**src/common/link_mode_defs.svh**
```systemverilog
// Register map, field positions, reset values and limits of the link mode block.
`ifndef LINK_MODE_DEFS_SVH
`define LINK_MODE_DEFS_SVH

// ==========================================================
// Register offsets
`define REG_EDID_BRIDGE_CONTROL   8'h4F
`define REG_BRIDGE_CFG   8'h54
`define REG_PAIRING      8'h5B

// ==========================================================
// Field positions
`define BIT_ID_OFF       0
`define BIT_AUDIO_AUX    1
`define BIT_FAR_COPY     5
`define BIT_EXT_CTRL     7
`define BIT_AUTO_OFF     0
`define FORCE_LSB        1
`define FORCE_MSB        2
`define BIT_PLL_RST      5
`define BIT_CABLE        7

// ==========================================================
// Reset values
`define RST_EDID_BRIDGE_CONTROL   8'h00
`define RST_BRIDGE_CFG   8'h00
`define RST_PAIRING      8'h20
`define RD_UNMAPPED      8'h00

// ==========================================================
// Forced link modes
`define FORCE_SINGLE     2'h0
`define FORCE_DUAL       2'h1
`define FORCE_REPL       2'h2
`define FORCE_SEC        2'h3

// ==========================================================
// Pixel clock limits in MHz
`define SINGLE_MAX_MHZ   8'h60
`define OLD_MAX_MHZ      8'h55
`define DUAL_MAX_MHZ     8'hAA
`define REPL_MAX_MHZ     8'h55
`define DUAL_MIN_MHZ     8'h61

// ==========================================================
// Target address decode and power-up capture
`define ADDR_BASE        7'h0C
`define ADDR_STEP        7'h02
`define SETTLE_CYC       2'h3

`endif

```
**src/common/link_mode_pkg.sv**
```systemverilog
// Types shared by the link mode and strap configuration block.
package link_mode_pkg;

	typedef enum logic [2:0] {
		LM_IDLE,
		LM_SINGLE,
		LM_SECONDARY_ONLY,
		LM_DUAL,
		LM_REPLICATE
	} link_mode_t;

	typedef struct packed {
		logic ext_ctrl;
		logic cable;
		logic far_copy;
	} strap_bits_t;

	typedef struct packed {
		logic primary;
		logic secondary;
		logic dual_cap;
		logic new_gen;
	} rx_detect_t;

	typedef enum logic [3:0] {
		TS_IDLE,
		TS_ADDR,
		TS_ADDR_ACK,
		TS_PTR,
		TS_PTR_ACK,
		TS_WDATA,
		TS_WDATA_ACK,
		TS_RDATA,
		TS_RDATA_ACK
	} tgt_state_t;

endpackage : link_mode_pkg

```
**src/rtl/link_mode_select.sv**
```systemverilog
// Downstream link mode selection from receiver detection and pixel clock.
`timescale 1ns/1ps
`include "link_mode_defs.svh"

module link_mode_select (
	input  wire logic                     mclk_i,
	input  wire logic                     rstn_i,
	input  wire logic                     auto_off_i,
	input  wire logic [1:0]               force_mode_i,
	input  wire link_mode_pkg::rx_detect_t rx_i,
	input  wire logic [7:0]               pclk_mhz_i,
	output link_mode_pkg::link_mode_t     mode_o,
	output logic                          rate_over_o
);
	import link_mode_pkg::*;

	link_mode_t mode_d;

	// ==========================================================
	// Rate ceiling of each mode
	function automatic logic [7:0] mode_limit(input link_mode_t m, input logic new_gen);
		case (m)
			LM_SINGLE, LM_SECONDARY_ONLY: mode_limit = new_gen ? `SINGLE_MAX_MHZ
			                                                   : `OLD_MAX_MHZ;
			LM_DUAL:      mode_limit = `DUAL_MAX_MHZ;
			LM_REPLICATE: mode_limit = `REPL_MAX_MHZ;
			default:      mode_limit = 8'hFF;
		endcase
	endfunction : mode_limit

	// ==========================================================
	// Mode decision
	always_comb begin
		mode_d = LM_IDLE;
		if (!auto_off_i) begin
			// Detection is combined with the measured clock.
			if (rx_i.primary && rx_i.secondary && !rx_i.dual_cap) begin
				mode_d = LM_REPLICATE;
			end else if (rx_i.primary && rx_i.dual_cap && pclk_mhz_i >= `DUAL_MIN_MHZ) begin
				mode_d = LM_DUAL;
			end else if (rx_i.primary) begin
				mode_d = LM_SINGLE;
			end else if (rx_i.secondary) begin
				mode_d = LM_SECONDARY_ONLY;
			end
		end else begin
			// Forced modes ignore what is detected downstream.
			case (force_mode_i)
				`FORCE_SINGLE: mode_d = LM_SINGLE;
				`FORCE_DUAL:   mode_d = LM_DUAL;
				`FORCE_REPL:   mode_d = LM_REPLICATE;
				`FORCE_SEC:    mode_d = LM_SECONDARY_ONLY;
				default:       mode_d = LM_SINGLE;
			endcase
		end
	end

	always_ff @(posedge mclk_i) begin
		if (!rstn_i) begin
			mode_o <= LM_IDLE;
		end else begin
			mode_o <= mode_d;
		end
	end

	// Flags a pixel clock above what the chosen mode can carry.
	always_ff @(posedge mclk_i) begin
		if (!rstn_i) begin
			rate_over_o <= 1'b0;
		end else begin
			rate_over_o <= (mode_d != LM_IDLE) && (pclk_mhz_i > mode_limit(mode_d, rx_i.new_gen));
		end
	end

endmodule : link_mode_select

```
**src/rtl/link_mode_strap_config.sv**
```systemverilog
// Strap capture, control bus registers and link mode control of the bridge.
// ==========================================================
// Summary of operation
// - Eight-level strap gives three bits, level minus one
// - Display-ID source strap lands in 0x4F bit 0
// - Audio strap lands in 0x54 bit 1
// - External-control strap lands in 0x54 bit 7
// - Cable-type strap lands in 0x5B bit 7
// - Far-copy strap lands in 0x54 bit 5
// - Captured bits stay readable and writable
// - Single mode: one link, 96 MHz newer
// - Older receiver single mode up to 85 MHz
// - Forced single disables secondary PHY, back channel
// - Dual mode sends alternate pixels per link
// - Dual up to 170 MHz, ports half rate
// - Dual chosen automatically or forced by register
// - Replicate: same video to both, 85 MHz
// - Two single receivers select replicate automatically
// - Detection class plus pixel clock chooses mode
// - Only secondary present: send on secondary only
// - Auto-detection can be disabled by register
// - Bus target uses one of eight addresses
// - Levels 1 and 2 give 0x0C, 0x0E
// - Data line driven low or released only
// - Strap values captured once at power-up
// - External-control bit hands input to bus pins
// - Cable-type bit selects twisted pair or cable_kind_strap
// - Levels 3 to 8 give 0x10 to 0x1A
`timescale 1ns/1ps
`include "link_mode_defs.svh"

module link_mode_strap_config (
	input  wire logic                      mclk_i,
	input  wire logic                      rstn_i,
	input  wire logic                      scl_i,
	input  wire logic                      sda_i,
	output logic                           sda_o,
	output logic                           sda_oe_o,
	input  wire logic [2:0]                second_config_strap_i,
	input  wire logic [1:0]                first_config_strap_i,
	input  wire logic [2:0]                address_strap_pin_i,
	input  wire link_mode_pkg::rx_detect_t rx_i,
	input  wire logic [7:0]                pclk_mhz_i,
	output link_mode_pkg::link_mode_t      link_mode_o,
	output logic                           rate_over_o,
	output logic                           primary_tx_en_o,
	output logic                           secondary_tx_en_o,
	output logic                           secondary_bc_en_o,
	output logic                           pixel_split_o,
	output logic                           tx_half_rate_o,
	output logic                           external_input_ctrl_o,
	output logic                           cable_cable_kind_strap_o,
	output logic                           display_id_off_o,
	output logic                           far_display_id_copy_o,
	output logic                           audio_aux_o,
	output logic                           pll_reset_on_freq_change_o
);
	import link_mode_pkg::*;

	// ==========================================================
	// Pin synchronisers
	logic [1:0] scl_q, sda_q;
	logic       scl_prev_q, sda_prev_q;
	logic [2:0] sel1_m_q, sel1_q, idx_m_q, idx_q;
	logic [1:0] sel0_m_q, sel0_q;

	always_ff @(posedge mclk_i) begin
		if (!rstn_i) begin
			scl_q      <= 2'h3;
			sda_q      <= 2'h3;
			scl_prev_q <= 1'b1;
			sda_prev_q <= 1'b1;
		end else begin
			scl_q      <= {scl_q[0], scl_i};
			sda_q      <= {sda_q[0], sda_i};
			scl_prev_q <= scl_q[1];
			sda_prev_q <= sda_q[1];
		end
	end

	always_ff @(posedge mclk_i) begin
		if (!rstn_i) begin
			sel1_m_q <= 3'h0;
			sel1_q   <= 3'h0;
			sel0_m_q <= 2'h0;
			sel0_q   <= 2'h0;
			idx_m_q  <= 3'h0;
			idx_q    <= 3'h0;
		end else begin
			sel1_m_q <= second_config_strap_i;
			sel1_q   <= sel1_m_q;
			sel0_m_q <= first_config_strap_i;
			sel0_q   <= sel0_m_q;
			idx_m_q  <= address_strap_pin_i;
			idx_q    <= idx_m_q;
		end
	end

	wire logic scl_s    = scl_q[1];
	wire logic sda_s    = sda_q[1];
	wire logic scl_rise = scl_s & ~scl_prev_q;
	wire logic scl_fall = ~scl_s & scl_prev_q;
	wire logic start_ev = scl_s & scl_prev_q & ~sda_s & sda_prev_q;
	wire logic stop_ev  = scl_s & scl_prev_q & sda_s & ~sda_prev_q;

	// ==========================================================
	// Power-up strap capture
	logic [1:0]  settle_q;
	logic        cap_done_q;
	logic        cap_pulse;
	logic [6:0]  dev_addr_q;
	strap_bits_t strap;

	// The encoded strap code is already level minus one.
	assign strap     = strap_bits_t'(sel1_q);
	assign cap_pulse = (settle_q == `SETTLE_CYC) && !cap_done_q;

	// Waits for the synchronisers to fill, then captures exactly once.
	always_ff @(posedge mclk_i) begin
		if (!rstn_i) begin
			settle_q   <= 2'h0;
			cap_done_q <= 1'b0;
		end else begin
			if (settle_q != `SETTLE_CYC) begin
				settle_q <= settle_q + 2'h1;
			end
			if (cap_pulse) begin
				cap_done_q <= 1'b1;
			end
		end
	end

	always_ff @(posedge mclk_i) begin
		if (!rstn_i) begin
			dev_addr_q <= `ADDR_BASE;
		end else if (cap_pulse) begin
			dev_addr_q <= `ADDR_BASE + 7'(idx_q) * `ADDR_STEP;
		end
	end

	// ==========================================================
	// Control bus target
	tgt_state_t st_q;
	logic [7:0] sh_q, tx_q, ptr_q;
	logic [2:0] cnt_q;
	logic       done_q, rw_q, wr_q;
	logic [7:0] rd_data;
	logic [7:0] ctl_q, cfg_q, pair_q;

	always_comb begin
		case (ptr_q)
			`REG_EDID_BRIDGE_CONTROL: rd_data = ctl_q;
			`REG_BRIDGE_CFG: rd_data = cfg_q;
			`REG_PAIRING:    rd_data = pair_q;
			default:         rd_data = `RD_UNMAPPED;
		endcase
	end

	// Acknowledge slots carry no data bit, so they must not advance the count.
	wire logic ack_slot = st_q inside {TS_ADDR_ACK, TS_PTR_ACK, TS_WDATA_ACK, TS_RDATA_ACK};
	always_ff @(posedge mclk_i) begin
		if (!rstn_i || start_ev) begin
			cnt_q  <= 3'h0;
			done_q <= 1'b0;
			sh_q   <= 8'h00;
		end else if (scl_rise && !ack_slot) begin
			sh_q   <= {sh_q[6:0], sda_s};
			cnt_q  <= cnt_q + 3'h1;
			done_q <= (cnt_q == 3'h7);
		end else if (scl_fall && done_q) begin
			done_q <= 1'b0;
		end
	end

	// The data line is only ever pulled low; a one is a release.
	always_ff @(posedge mclk_i) begin
		if (!rstn_i) begin
			sda_o <= 1'b0;
		end else begin
			sda_o <= 1'b0;
		end
	end

	always_ff @(posedge mclk_i) begin
		if (!rstn_i || start_ev || stop_ev) begin
			st_q     <= start_ev ? TS_ADDR : TS_IDLE;
			sda_oe_o <= 1'b0;
			wr_q     <= 1'b0;
			if (!rstn_i) begin
				rw_q  <= 1'b0;
				tx_q  <= 8'h00;
				ptr_q <= 8'h00;
			end
		end else begin
			wr_q <= 1'b0;
			if (wr_q) begin
				ptr_q <= ptr_q + 8'h01;
			end
			if (scl_rise && st_q == TS_RDATA_ACK && sda_s) begin
				st_q <= TS_IDLE;
			end
			if (scl_fall) begin
				case (st_q)
					TS_ADDR, TS_PTR, TS_WDATA: begin
						if (done_q) begin
							if (st_q == TS_ADDR && sh_q[7:1] != dev_addr_q) begin
								st_q <= TS_IDLE;
							end else begin
								sda_oe_o <= 1'b1;
								st_q     <= tgt_state_t'(st_q + 4'h1);
								if (st_q == TS_ADDR) rw_q <= sh_q[0];
								if (st_q == TS_PTR) ptr_q <= sh_q;
								wr_q <= (st_q == TS_WDATA);
							end
						end
					end
					TS_ADDR_ACK, TS_RDATA_ACK: begin
						if (st_q == TS_ADDR_ACK && !rw_q) begin
							sda_oe_o <= 1'b0;
							st_q     <= TS_PTR;
						end else begin
							tx_q     <= rd_data;
							sda_oe_o <= ~rd_data[7];
							st_q     <= TS_RDATA;
						end
					end
					TS_PTR_ACK, TS_WDATA_ACK: begin
						sda_oe_o <= 1'b0;
						st_q     <= TS_WDATA;
					end
					TS_RDATA: begin
						if (done_q) begin
							sda_oe_o <= 1'b0;
							ptr_q    <= ptr_q + 8'h01;
							st_q     <= TS_RDATA_ACK;
						end else begin
							tx_q     <= {tx_q[6:0], 1'b0};
							sda_oe_o <= ~tx_q[6];
						end
					end
					default: sda_oe_o <= 1'b0;
				endcase
			end
		end
	end

	// Written byte is taken from the shifter one cycle after the acknowledge
	// starts; the shifter cannot move until the next rising clock edge.
	// ==========================================================
	// Register file
	always_ff @(posedge mclk_i) begin
		if (!rstn_i) begin
			ctl_q <= `RST_EDID_BRIDGE_CONTROL;
		end else if (cap_pulse) begin
			ctl_q[`BIT_ID_OFF] <= sel0_q[1];
		end else if (wr_q && ptr_q == `REG_EDID_BRIDGE_CONTROL) begin
			ctl_q <= sh_q;
		end
	end

	always_ff @(posedge mclk_i) begin
		if (!rstn_i) begin
			cfg_q <= `RST_BRIDGE_CFG;
		end else if (cap_pulse) begin
			cfg_q[`BIT_AUDIO_AUX] <= sel0_q[0];
			cfg_q[`BIT_EXT_CTRL]  <= strap.ext_ctrl;
			cfg_q[`BIT_FAR_COPY]  <= strap.far_copy;
		end else if (wr_q && ptr_q == `REG_BRIDGE_CFG) begin
			cfg_q <= sh_q;
		end
	end

	// Bit 5 comes up set; software clears it when setup is finished.
	always_ff @(posedge mclk_i) begin
		if (!rstn_i) begin
			pair_q <= `RST_PAIRING;
		end else if (cap_pulse) begin
			pair_q[`BIT_CABLE] <= strap.cable;
		end else if (wr_q && ptr_q == `REG_PAIRING) begin
			pair_q <= sh_q;
		end
	end

	// ==========================================================
	// Link mode and data path enables
	link_mode_select u_select (
		.mclk_i       (mclk_i),
		.rstn_i       (rstn_i),
		.auto_off_i   (pair_q[`BIT_AUTO_OFF]),
		.force_mode_i (pair_q[`FORCE_MSB:`FORCE_LSB]),
		.rx_i         (rx_i),
		.pclk_mhz_i   (pclk_mhz_i),
		.mode_o       (link_mode_o),
		.rate_over_o  (rate_over_o)
	);

	always_ff @(posedge mclk_i) begin
		if (!rstn_i) begin
			primary_tx_en_o   <= 1'b0;
			secondary_tx_en_o <= 1'b0;
			secondary_bc_en_o <= 1'b0;
			pixel_split_o     <= 1'b0;
			tx_half_rate_o    <= 1'b0;
		end else begin
			primary_tx_en_o   <= link_mode_o inside {LM_SINGLE, LM_DUAL, LM_REPLICATE};
			secondary_tx_en_o <= link_mode_o inside {LM_SECONDARY_ONLY, LM_DUAL,
			                                         LM_REPLICATE};
			// In automatic single mode the secondary stays up only for its back channel; forced single turns it off.
			secondary_bc_en_o <= (link_mode_o != LM_IDLE)
			                  && !(pair_q[`BIT_AUTO_OFF]
			                  && pair_q[`FORCE_MSB:`FORCE_LSB] == `FORCE_SINGLE);
			pixel_split_o     <= (link_mode_o == LM_DUAL);
			tx_half_rate_o    <= (link_mode_o == LM_DUAL);
		end
	end

	always_ff @(posedge mclk_i) begin
		if (!rstn_i) begin
			external_input_ctrl_o      <= 1'b0;
			cable_cable_kind_strap_o               <= 1'b0;
			display_id_off_o           <= 1'b0;
			far_display_id_copy_o      <= 1'b0;
			audio_aux_o                <= 1'b0;
			pll_reset_on_freq_change_o <= 1'b1;
		end else begin
			external_input_ctrl_o      <= cfg_q[`BIT_EXT_CTRL];
			cable_cable_kind_strap_o               <= pair_q[`BIT_CABLE];
			display_id_off_o           <= ctl_q[`BIT_ID_OFF];
			far_display_id_copy_o      <= cfg_q[`BIT_FAR_COPY];
			audio_aux_o                <= cfg_q[`BIT_AUDIO_AUX];
			pll_reset_on_freq_change_o <= pair_q[`BIT_PLL_RST];
		end
	end

endmodule : link_mode_strap_config

```
**config.mk**
```make
export PLATFORM = sky130hd
export DESIGN_NAME = link_mode_strap_config
export DESIGN_NICKNAME = d
export VERILOG_FILES = /design/src/common/link_mode_pkg.sv /design/src/rtl/link_mode_select.sv /design/src/rtl/link_mode_strap_config.sv
export VERILOG_INCLUDE_DIRS = /design/src /design/src/common
export SDC_FILE = /design/constraint.sdc
export NUM_CORES = 1
export LEC_CHECK = 0
export BUFFER_PORTS_ARGS = -buffer_cell sky130_fd_sc_hd__buf_2
export CORE_UTILIZATION = 60
export CTS_CLUSTER_SIZE = 14
export DETAILED_ROUTE_END_ITERATION = 6
export GPL_TIMING_DRIVEN = 0
export PLACE_DENSITY = 0.8
export SETUP_SLACK_MARGIN = 0.15
export SLEW_MARGIN = 25
export SYNTH_ARGS = -nofsm -noshare
export SYNTH_HDL_FRONTEND = slang
export SYNTH_SLANG_ARGS = --single-unit
```
**constraint.sdc**
```tcl
create_clock -name mclk_i -period 5.9 [get_ports mclk_i]
set_input_delay 0.59 -clock mclk_i [delete_from_list [all_inputs] [get_ports mclk_i]]
set_output_delay 0.59 -clock mclk_i [all_outputs]
set_load 0.02 [all_outputs]
```
# == Yosys cells after proc, flatten, opt, wreduce, memory -nomap -nowiden ==
# Cells that the tools add are included.
# Widths: inputs -> output; s select.
# word_totals
register_bits,104
input_bits,24
out_inout_bits,17
wordCells,202
# classes
add_sub_neg,5
n_lt_le_gt_ge,2
eq_ne,32
mux,55
n_bitwise,17
n_reduce_logical,51
# ops
operator,n
$mux 8,11
$pmux 8 s3,2
$mux 7,4
$eq 8x7->1 const B,3
$mux 4,6
$mux 1,20
$logic_and 1x1->1,17
$eq 4x3->1 const B,4
$pmux 4 s4,1
$pmux 8 s2,1
$reduce_bool 2->1,8
$mux 3,5
$reduce_bool 3->1,5
$pmux 7 s2,1
$eq 3x2->1 const B,4
$pmux 3 s4,1
$ne 2x2->1 const B,5
$not 1->1,10
$eq 3x3->1 const B,3
$add 8x1->8 const B,1
$eq 4x2->1 const B,2
$ge 8x7->1 const B,1
$gt 8x8->1,1
$and 1x1->1,7
other kinds (25),39

# == Depth between registers and ports, before layout ==
# logic_depth
word_depth,11
ltp_mapped,13
mapped_depth_nobuf,13

# == By module ==
# From an unflattened synthesis, not the netlist that was laid out.
# unflattened
hier_cells,544
area_unflattened_um2,4902.2
# by_module_without_submodules
module,n_inst,cells_per_inst,area_each_um2,seq_area_each_um2
link_mode_strap_config,1,493,4475.5,2102.0
link_mode_select,1,51,426.7,80.1

# == Worst setup path after synthesis ==
# OpenSTA, ideal clock, no wires.
# synth_timing
path_kind,input to register
start,input port pclk_mhz_i[4]
end,register u_select.rate_over_o
setup_time_ns,0.118
arrival_ns,2.484
required_ns,5.782
slack_ns,3.298
cell_stages,12
path_buffers,0
path_cell_list,nor4_1 > a21oi_1 > o211ai_1 > a21oi_1 > and2_1 > o31ai_1 > ha_1 > a21o_1 > a21o_1 > a21oi_1 > o21ai_0 > o2111a_1
# synth_between
elab_chain_len,11
elab_cells_between_ends,15
cone_classes,order compare: 2; eq/ne: 4; mux: 5; reduce/logical: 4
# synth_lines
item,line,source
from (decl),link_mode_strap_config.sv:43,"input wire logic [7:0] pclk_mhz_i,"
$ge 8x7->1 (no source line),-,
$logic_and 1x1->1 (no source line),-,
$mux 3,link_mode_select.sv:39,end else if (rx_i.primary && rx_i.dual_cap && pclk_mhz_i >= `DUAL_MIN_MHZ) begin
$mux 3,link_mode_select.sv:37,if (rx_i.primary && rx_i.secondary && !rx_i.dual_cap) begin
$mux 3,link_mode_select.sv:35,if (!auto_off_i) begin
$eq 3x1->1 / $eq 3x2->1 (equally long branches),link_mode_select.sv:22,case (m)
$reduce_or 2->1,link_mode_select.sv:22,
$pmux 8 s3,link_mode_select.sv:22,
$mux 8,link_mode_select.sv:68,if (!rstn_i) begin
$gt 8x8->1,link_mode_select.sv:71,"rate_over_o <= (mode_d != LM_IDLE) && (pclk_mhz_i > mode_limit(mode_d, rx_i.new_gen));"
$logic_and 1x1->1 *,link_mode_select.sv:71,
to (signal assigned),link_mode_select.sv:71,
to (decl),link_mode_select.sv:13,output logic rate_over_o
# Mark *: on every way between the ends. The rest lies on a longest branch, timed or not. The select of a mux whose other input is x is not followed.
# A chain may end at the register's enable or synchronous reset.

# == Worst setup path after layout ==
# layout_timing
start,register st_q[0]
end,"register ptr_q[7], data pin"
# layout_between
elab_chain_len,7
elab_cells_between_ends,12
cone_classes,eq/ne: 4; mux: 6; reduce/logical: 2
# layout_lines
item,line,source
from (decl),link_mode_strap_config.sv:143,tgt_state_t st_q;
from (signal assigned),link_mode_strap_config.sv:186,st_q <= start_ev ? TS_ADDR : TS_IDLE;
from (signal assigned),link_mode_strap_config.sv:210,st_q <= tgt_state_t'(st_q + 4'h1);
$eq 4x2->1 / $eq 4x1->1 (equally long branches),"link_mode_strap_config.sv:203, link_mode_strap_config.sv:212, link_mode_strap_config.sv:206",
$mux 8 / $logic_and 1x1->1 (equally long branches),"link_mode_strap_config.sv:212, link_mode_strap_config.sv:206",
$mux 8,link_mode_strap_config.sv:206,if (st_q == TS_ADDR && sh_q[7:1] != dev_addr_q) begin
$mux 8,link_mode_strap_config.sv:205,if (done_q) begin
$pmux 8 s2 *,link_mode_strap_config.sv:203,case (st_q)
$mux 8 *,link_mode_strap_config.sv:202,if (scl_fall) begin
$mux 8 *,link_mode_strap_config.sv:185,if (!rstn_i || start_ev || stop_ev) begin
to (signal assigned),link_mode_strap_config.sv:197,ptr_q <= ptr_q + 8'h01;
to (signal assigned),link_mode_strap_config.sv:212,if (st_q == TS_PTR) ptr_q <= sh_q;
to (signal assigned),link_mode_strap_config.sv:234,ptr_q <= ptr_q + 8'h01;
to (decl),link_mode_strap_config.sv:144,"logic [7:0] sh_q, tx_q, ptr_q;"
# Mark *: on every way between the ends. The rest lies on a longest branch, timed or not.

==> metrics.csv <==
stage,metric,value,unit
routing,DRC,1,
grt,grt ovf,0,
synthesis,Post-synth EDFFs,16,
min_path,worst hold path endpoint,scl_q[0],
sta,Setup TNS,0,ps
placed_design,GP Congestion,0.897,
min_path,Hold Crit Class,in -> reg,
sta,unrepaired setup endpoints after global routing,no,
clock_tree,CTS resizes,0,
synthesis,Mapped Cells,549,
final_layout,Filler cells,612,
sta,crit path time final,2650,ps
synthesis,top cell type's share of synthesized area,34.0,%
status,status,"finished, violations left",
sta,clk_skew,15.1,ps
floorplanning,initial core utilization,63.5,%
critical_path,Crit path arrival time,2780,ps
sta,Final Max Tran Viols,0,
sta,final setup margin,3250,ps
sta,Worst Max-Slew Pin Slew,560,ps
grt,largest net degree at the start of global routing,24,
floorplanning,FP Rows,32,
critical_path,data required time of the worst path,6020,ps
sta,Final Cycle Share,45.0,%
synthesis,synth cell count leaders,"dfxtp_1 (85), nand2_1 (67), nand3_1 (36)",
routing,post-route ant nets,0,
sta,max_slew headroom,62.7,%
synthesis,"Cell Area, Synth",0.00501,mm2
routing,via count,4131,
synthesis,sequential share of the synthesized area,43.5,%
critical_path,Crit Reg-Reg Endpoint,ptr_q[7],
grt,initial antenna violation count,0,
critical_path,crit-path max FO,8,
synthesis,Synth Net Count,591,
floorplanning,I/O pins,41,
job,Max Cap Violations,0,
power_and_ir_drop,peak supply drop,0.214,mV
placed_design,IO Port Bufs,39,
sta,final hold vios,0,
placed_design,Final HPWL DP,8.32,mm
final_layout,synth-to-layout area growth,11.0,%
clock_tree,CTS Sinks,101,
critical_path,FF-to-FF path depth,7,
grt,vias in the first global route,3922,
routing,DR WL/cell,16.5,um
clock_tree,number of buffers created by CTS,9,
power_and_ir_drop,total chip power,1.38,mW
final_layout,Multi-input gate area,0.00256,mm2
clock_tree,CTS tree,done,
synthesis,Most used DFF post-synth,dfxtp_1,
final_layout,Final #Nets,641,
sta,count of final setup violators,0,
critical_path,Critical Path Source Type,flip-flop,
final_layout,Ant. Diodes,0,
critical_path,Crit. End Element,flip-flop,
critical_path,reg2reg setup slack,3250,ps
clock_tree,post-CTS setup repair buffer count,0,
clock_tree,CTS Buffer Depth,2,
routing,DR iter-0 viols,299,
clock_tree,Clock transition at path regs,120,ps
clock_tree,clock latency at the later pin of the worst-skew pair,380,ps
synthesis,Seq cells post-synth,101,
synthesis,ys async rst share,0,%
routing,routed wire length,11.7,mm
clock_tree,Hold Buf Count CTS,0,
synthesis,Yosys cell types,65,
sta,fmax,377,MHz
min_path,cell depth of the worst hold path,2,
min_path,hold path start,scl_i,
clock_tree,root buffer cell,clkbuf_8,
grt,global-route wire length before repair,19.3,mm
synthesis,most common cell in the netlist,dfxtp_1,
floorplanning,core footprint,0.00789,mm2
synthesis,warnings from Yosys,0,
synthesis,main area contributors after synthesis,"dfxtp_1 (34%), edfxtp_1 (9.6%), nand2_1 (5.0%)",
floorplanning,Die X,93.4,um
placed_design,Setup Slack @ Placement,2900,ps
critical_path,Crit Path Category,reg -> reg,
grt,total global-route track usage,28.7,%
critical_path,RR Startpoint,st_q[0],
final_layout,FF/Latch Area,0.00218,mm2
sta,minimum hold slack,382,ps
clock_tree,htree depth,3,
final_layout,share of cells above drive strength 1,14.4,%
power_and_ir_drop,pwr/cell area,248,mW/mm2
routing,vias per cell,5.85,
floorplanning,full die area,0.00872,mm2
status,failing checks,DRC,
routing,First-pass DRT Iterations,7,
synthesis,"Avg Cell Area, Syn",9.13,um2
floorplanning,chip height,93.4,um
synthesis,Yosys top cell by area,dfxtp_1,
power_and_ir_drop,Leakage,2.24,nW
-- cells by family after synthesis --
group	count (synthesis)	synth area share (%)
and+or+nand+nor	217	22.5
AOI/OAI and AO/OA	120	17.4
DFF	101	43.5
buffers and inverters	58	5.44
xor gates and xnor gates	20	3.80
adders and majority gates	19	4.69
muxes	13	2.60
other	1	0.0748
-- worst max-delay path by stage --
| stage | startpoint | to | slack (ps) | depth (start not counted) |
|---|---|---|---|---|
| 2_1_floorplan | pclk_mhz_i[4] | u_select.rate_over_o | 3300 | 12 |
| 3_3_place_gp | pclk_mhz_i[4] | u_select.rate_over_o | 2980 | 13 |
| 3_5_place_dp | pclk_mhz_i[4] | u_select.rate_over_o | 2900 | 13 |
| 4_1_cts | pclk_mhz_i[4] | u_select.rate_over_o | 3290 | 13 |
| 5_1_grt | pclk_mhz_i[4] | u_select.rate_over_o | 3000 | 13 |
| 6_report | st_q[0] | ptr_q[7] | 3250 | 7 |
-- layer usage --
layer,part of all wire (%),up-vias,global-route usage [%]
li1,-,2030,-
met1,43,1920,36.2
met2,49,168,48.8
met3,6.9,13,6.75
met4,1.4,0,8.59
met5,0,-,0
-- power breakdown --
group          leakage [nW]  internal, mW  switching, mW
combinational          1.26        0.0640         0.0878
sequential            0.862         0.730         0.0198
clock                 0.112         0.181          0.297
total                  2.24         0.975          0.405
-- registers in the layout, summed over array words and instances (netlist names), 2 cells and up --
name / cells
cfg_q: 8
ctl_q: 8
pair_q: 8
ptr_q: 8
sh_q: 8
tx_q: 7
dev_addr_q: 4
st_q: 4
cnt_q: 3
idx_m_q: 3
idx_q: 3
sel1_m_q: 3
sel1_q: 3
u_select.mode_o: 3
scl_q: 2
sda_q: 2
sel0_m_q: 2
sel0_q: 2
settle_q: 2
-- layout make-up --
class,count,share of cell area [%]
Clock buffer,9,2.23
Inverter,19,1.28
Timing Repair Buffer,39,3.51
Buffer,39,3.62
Tap cell,102,2.29
Sequential cell,101,39.2
Multi-Input combinational cell,390,46.0
Clock inverter,7,1.87
-- stage by stage --
| stage | instances | instance area, um2 | util, % |
|---|---|---|---|
| 3_3_place_gp | 690 | 5330 | 67.6 |
| 3_5_place_dp | 690 | 5330 | 67.6 |
| 2_1_floorplan | 549 | 5010 | - |
| 4_1_cts | 706 | 5560 | 70.5 |
| 5_1_grt | 706 | 5560 | 70.5 |
| 6_report | 706 | 5560 | 70.5 |
-- worst max-delay path, cell delays in order, from the launching register on --
cell	delay, ps
dfxtp_1	460
ha_1	410
nor2b_1	340
and4_1	230
a21o_2	230
o21ai_0	160
o21ai_1	420
o22ai_1	150
-- cells in the final DEF, fill, tap and decap left out, types with 5 or more instances in the layout --
cell / count
a222oi_1: 8
mux2i_1: 13
nor3_1: 8
nand3_1: 36
xnor2_1: 9
o21ai_0: 18
a21boi_0: 18
o21ai_1: 7
dfxtp_1: 85
buf_4: 8
nor2_1: 25
nand2_1: 67
a21oi_1: 23
o211a_1: 5
o22ai_1: 6
xor2_1: 9
ha_1: 18
inv_1: 19
clkbuf_8: 9
o21a_1: 5
edfxtp_1: 16
nor2b_1: 10
nand4_1: 8
nand2b_1: 11
and2_1: 32
clkbuf_1: 20
buf_2: 46
Note: power is estimated with default switching activity, not from simulation.
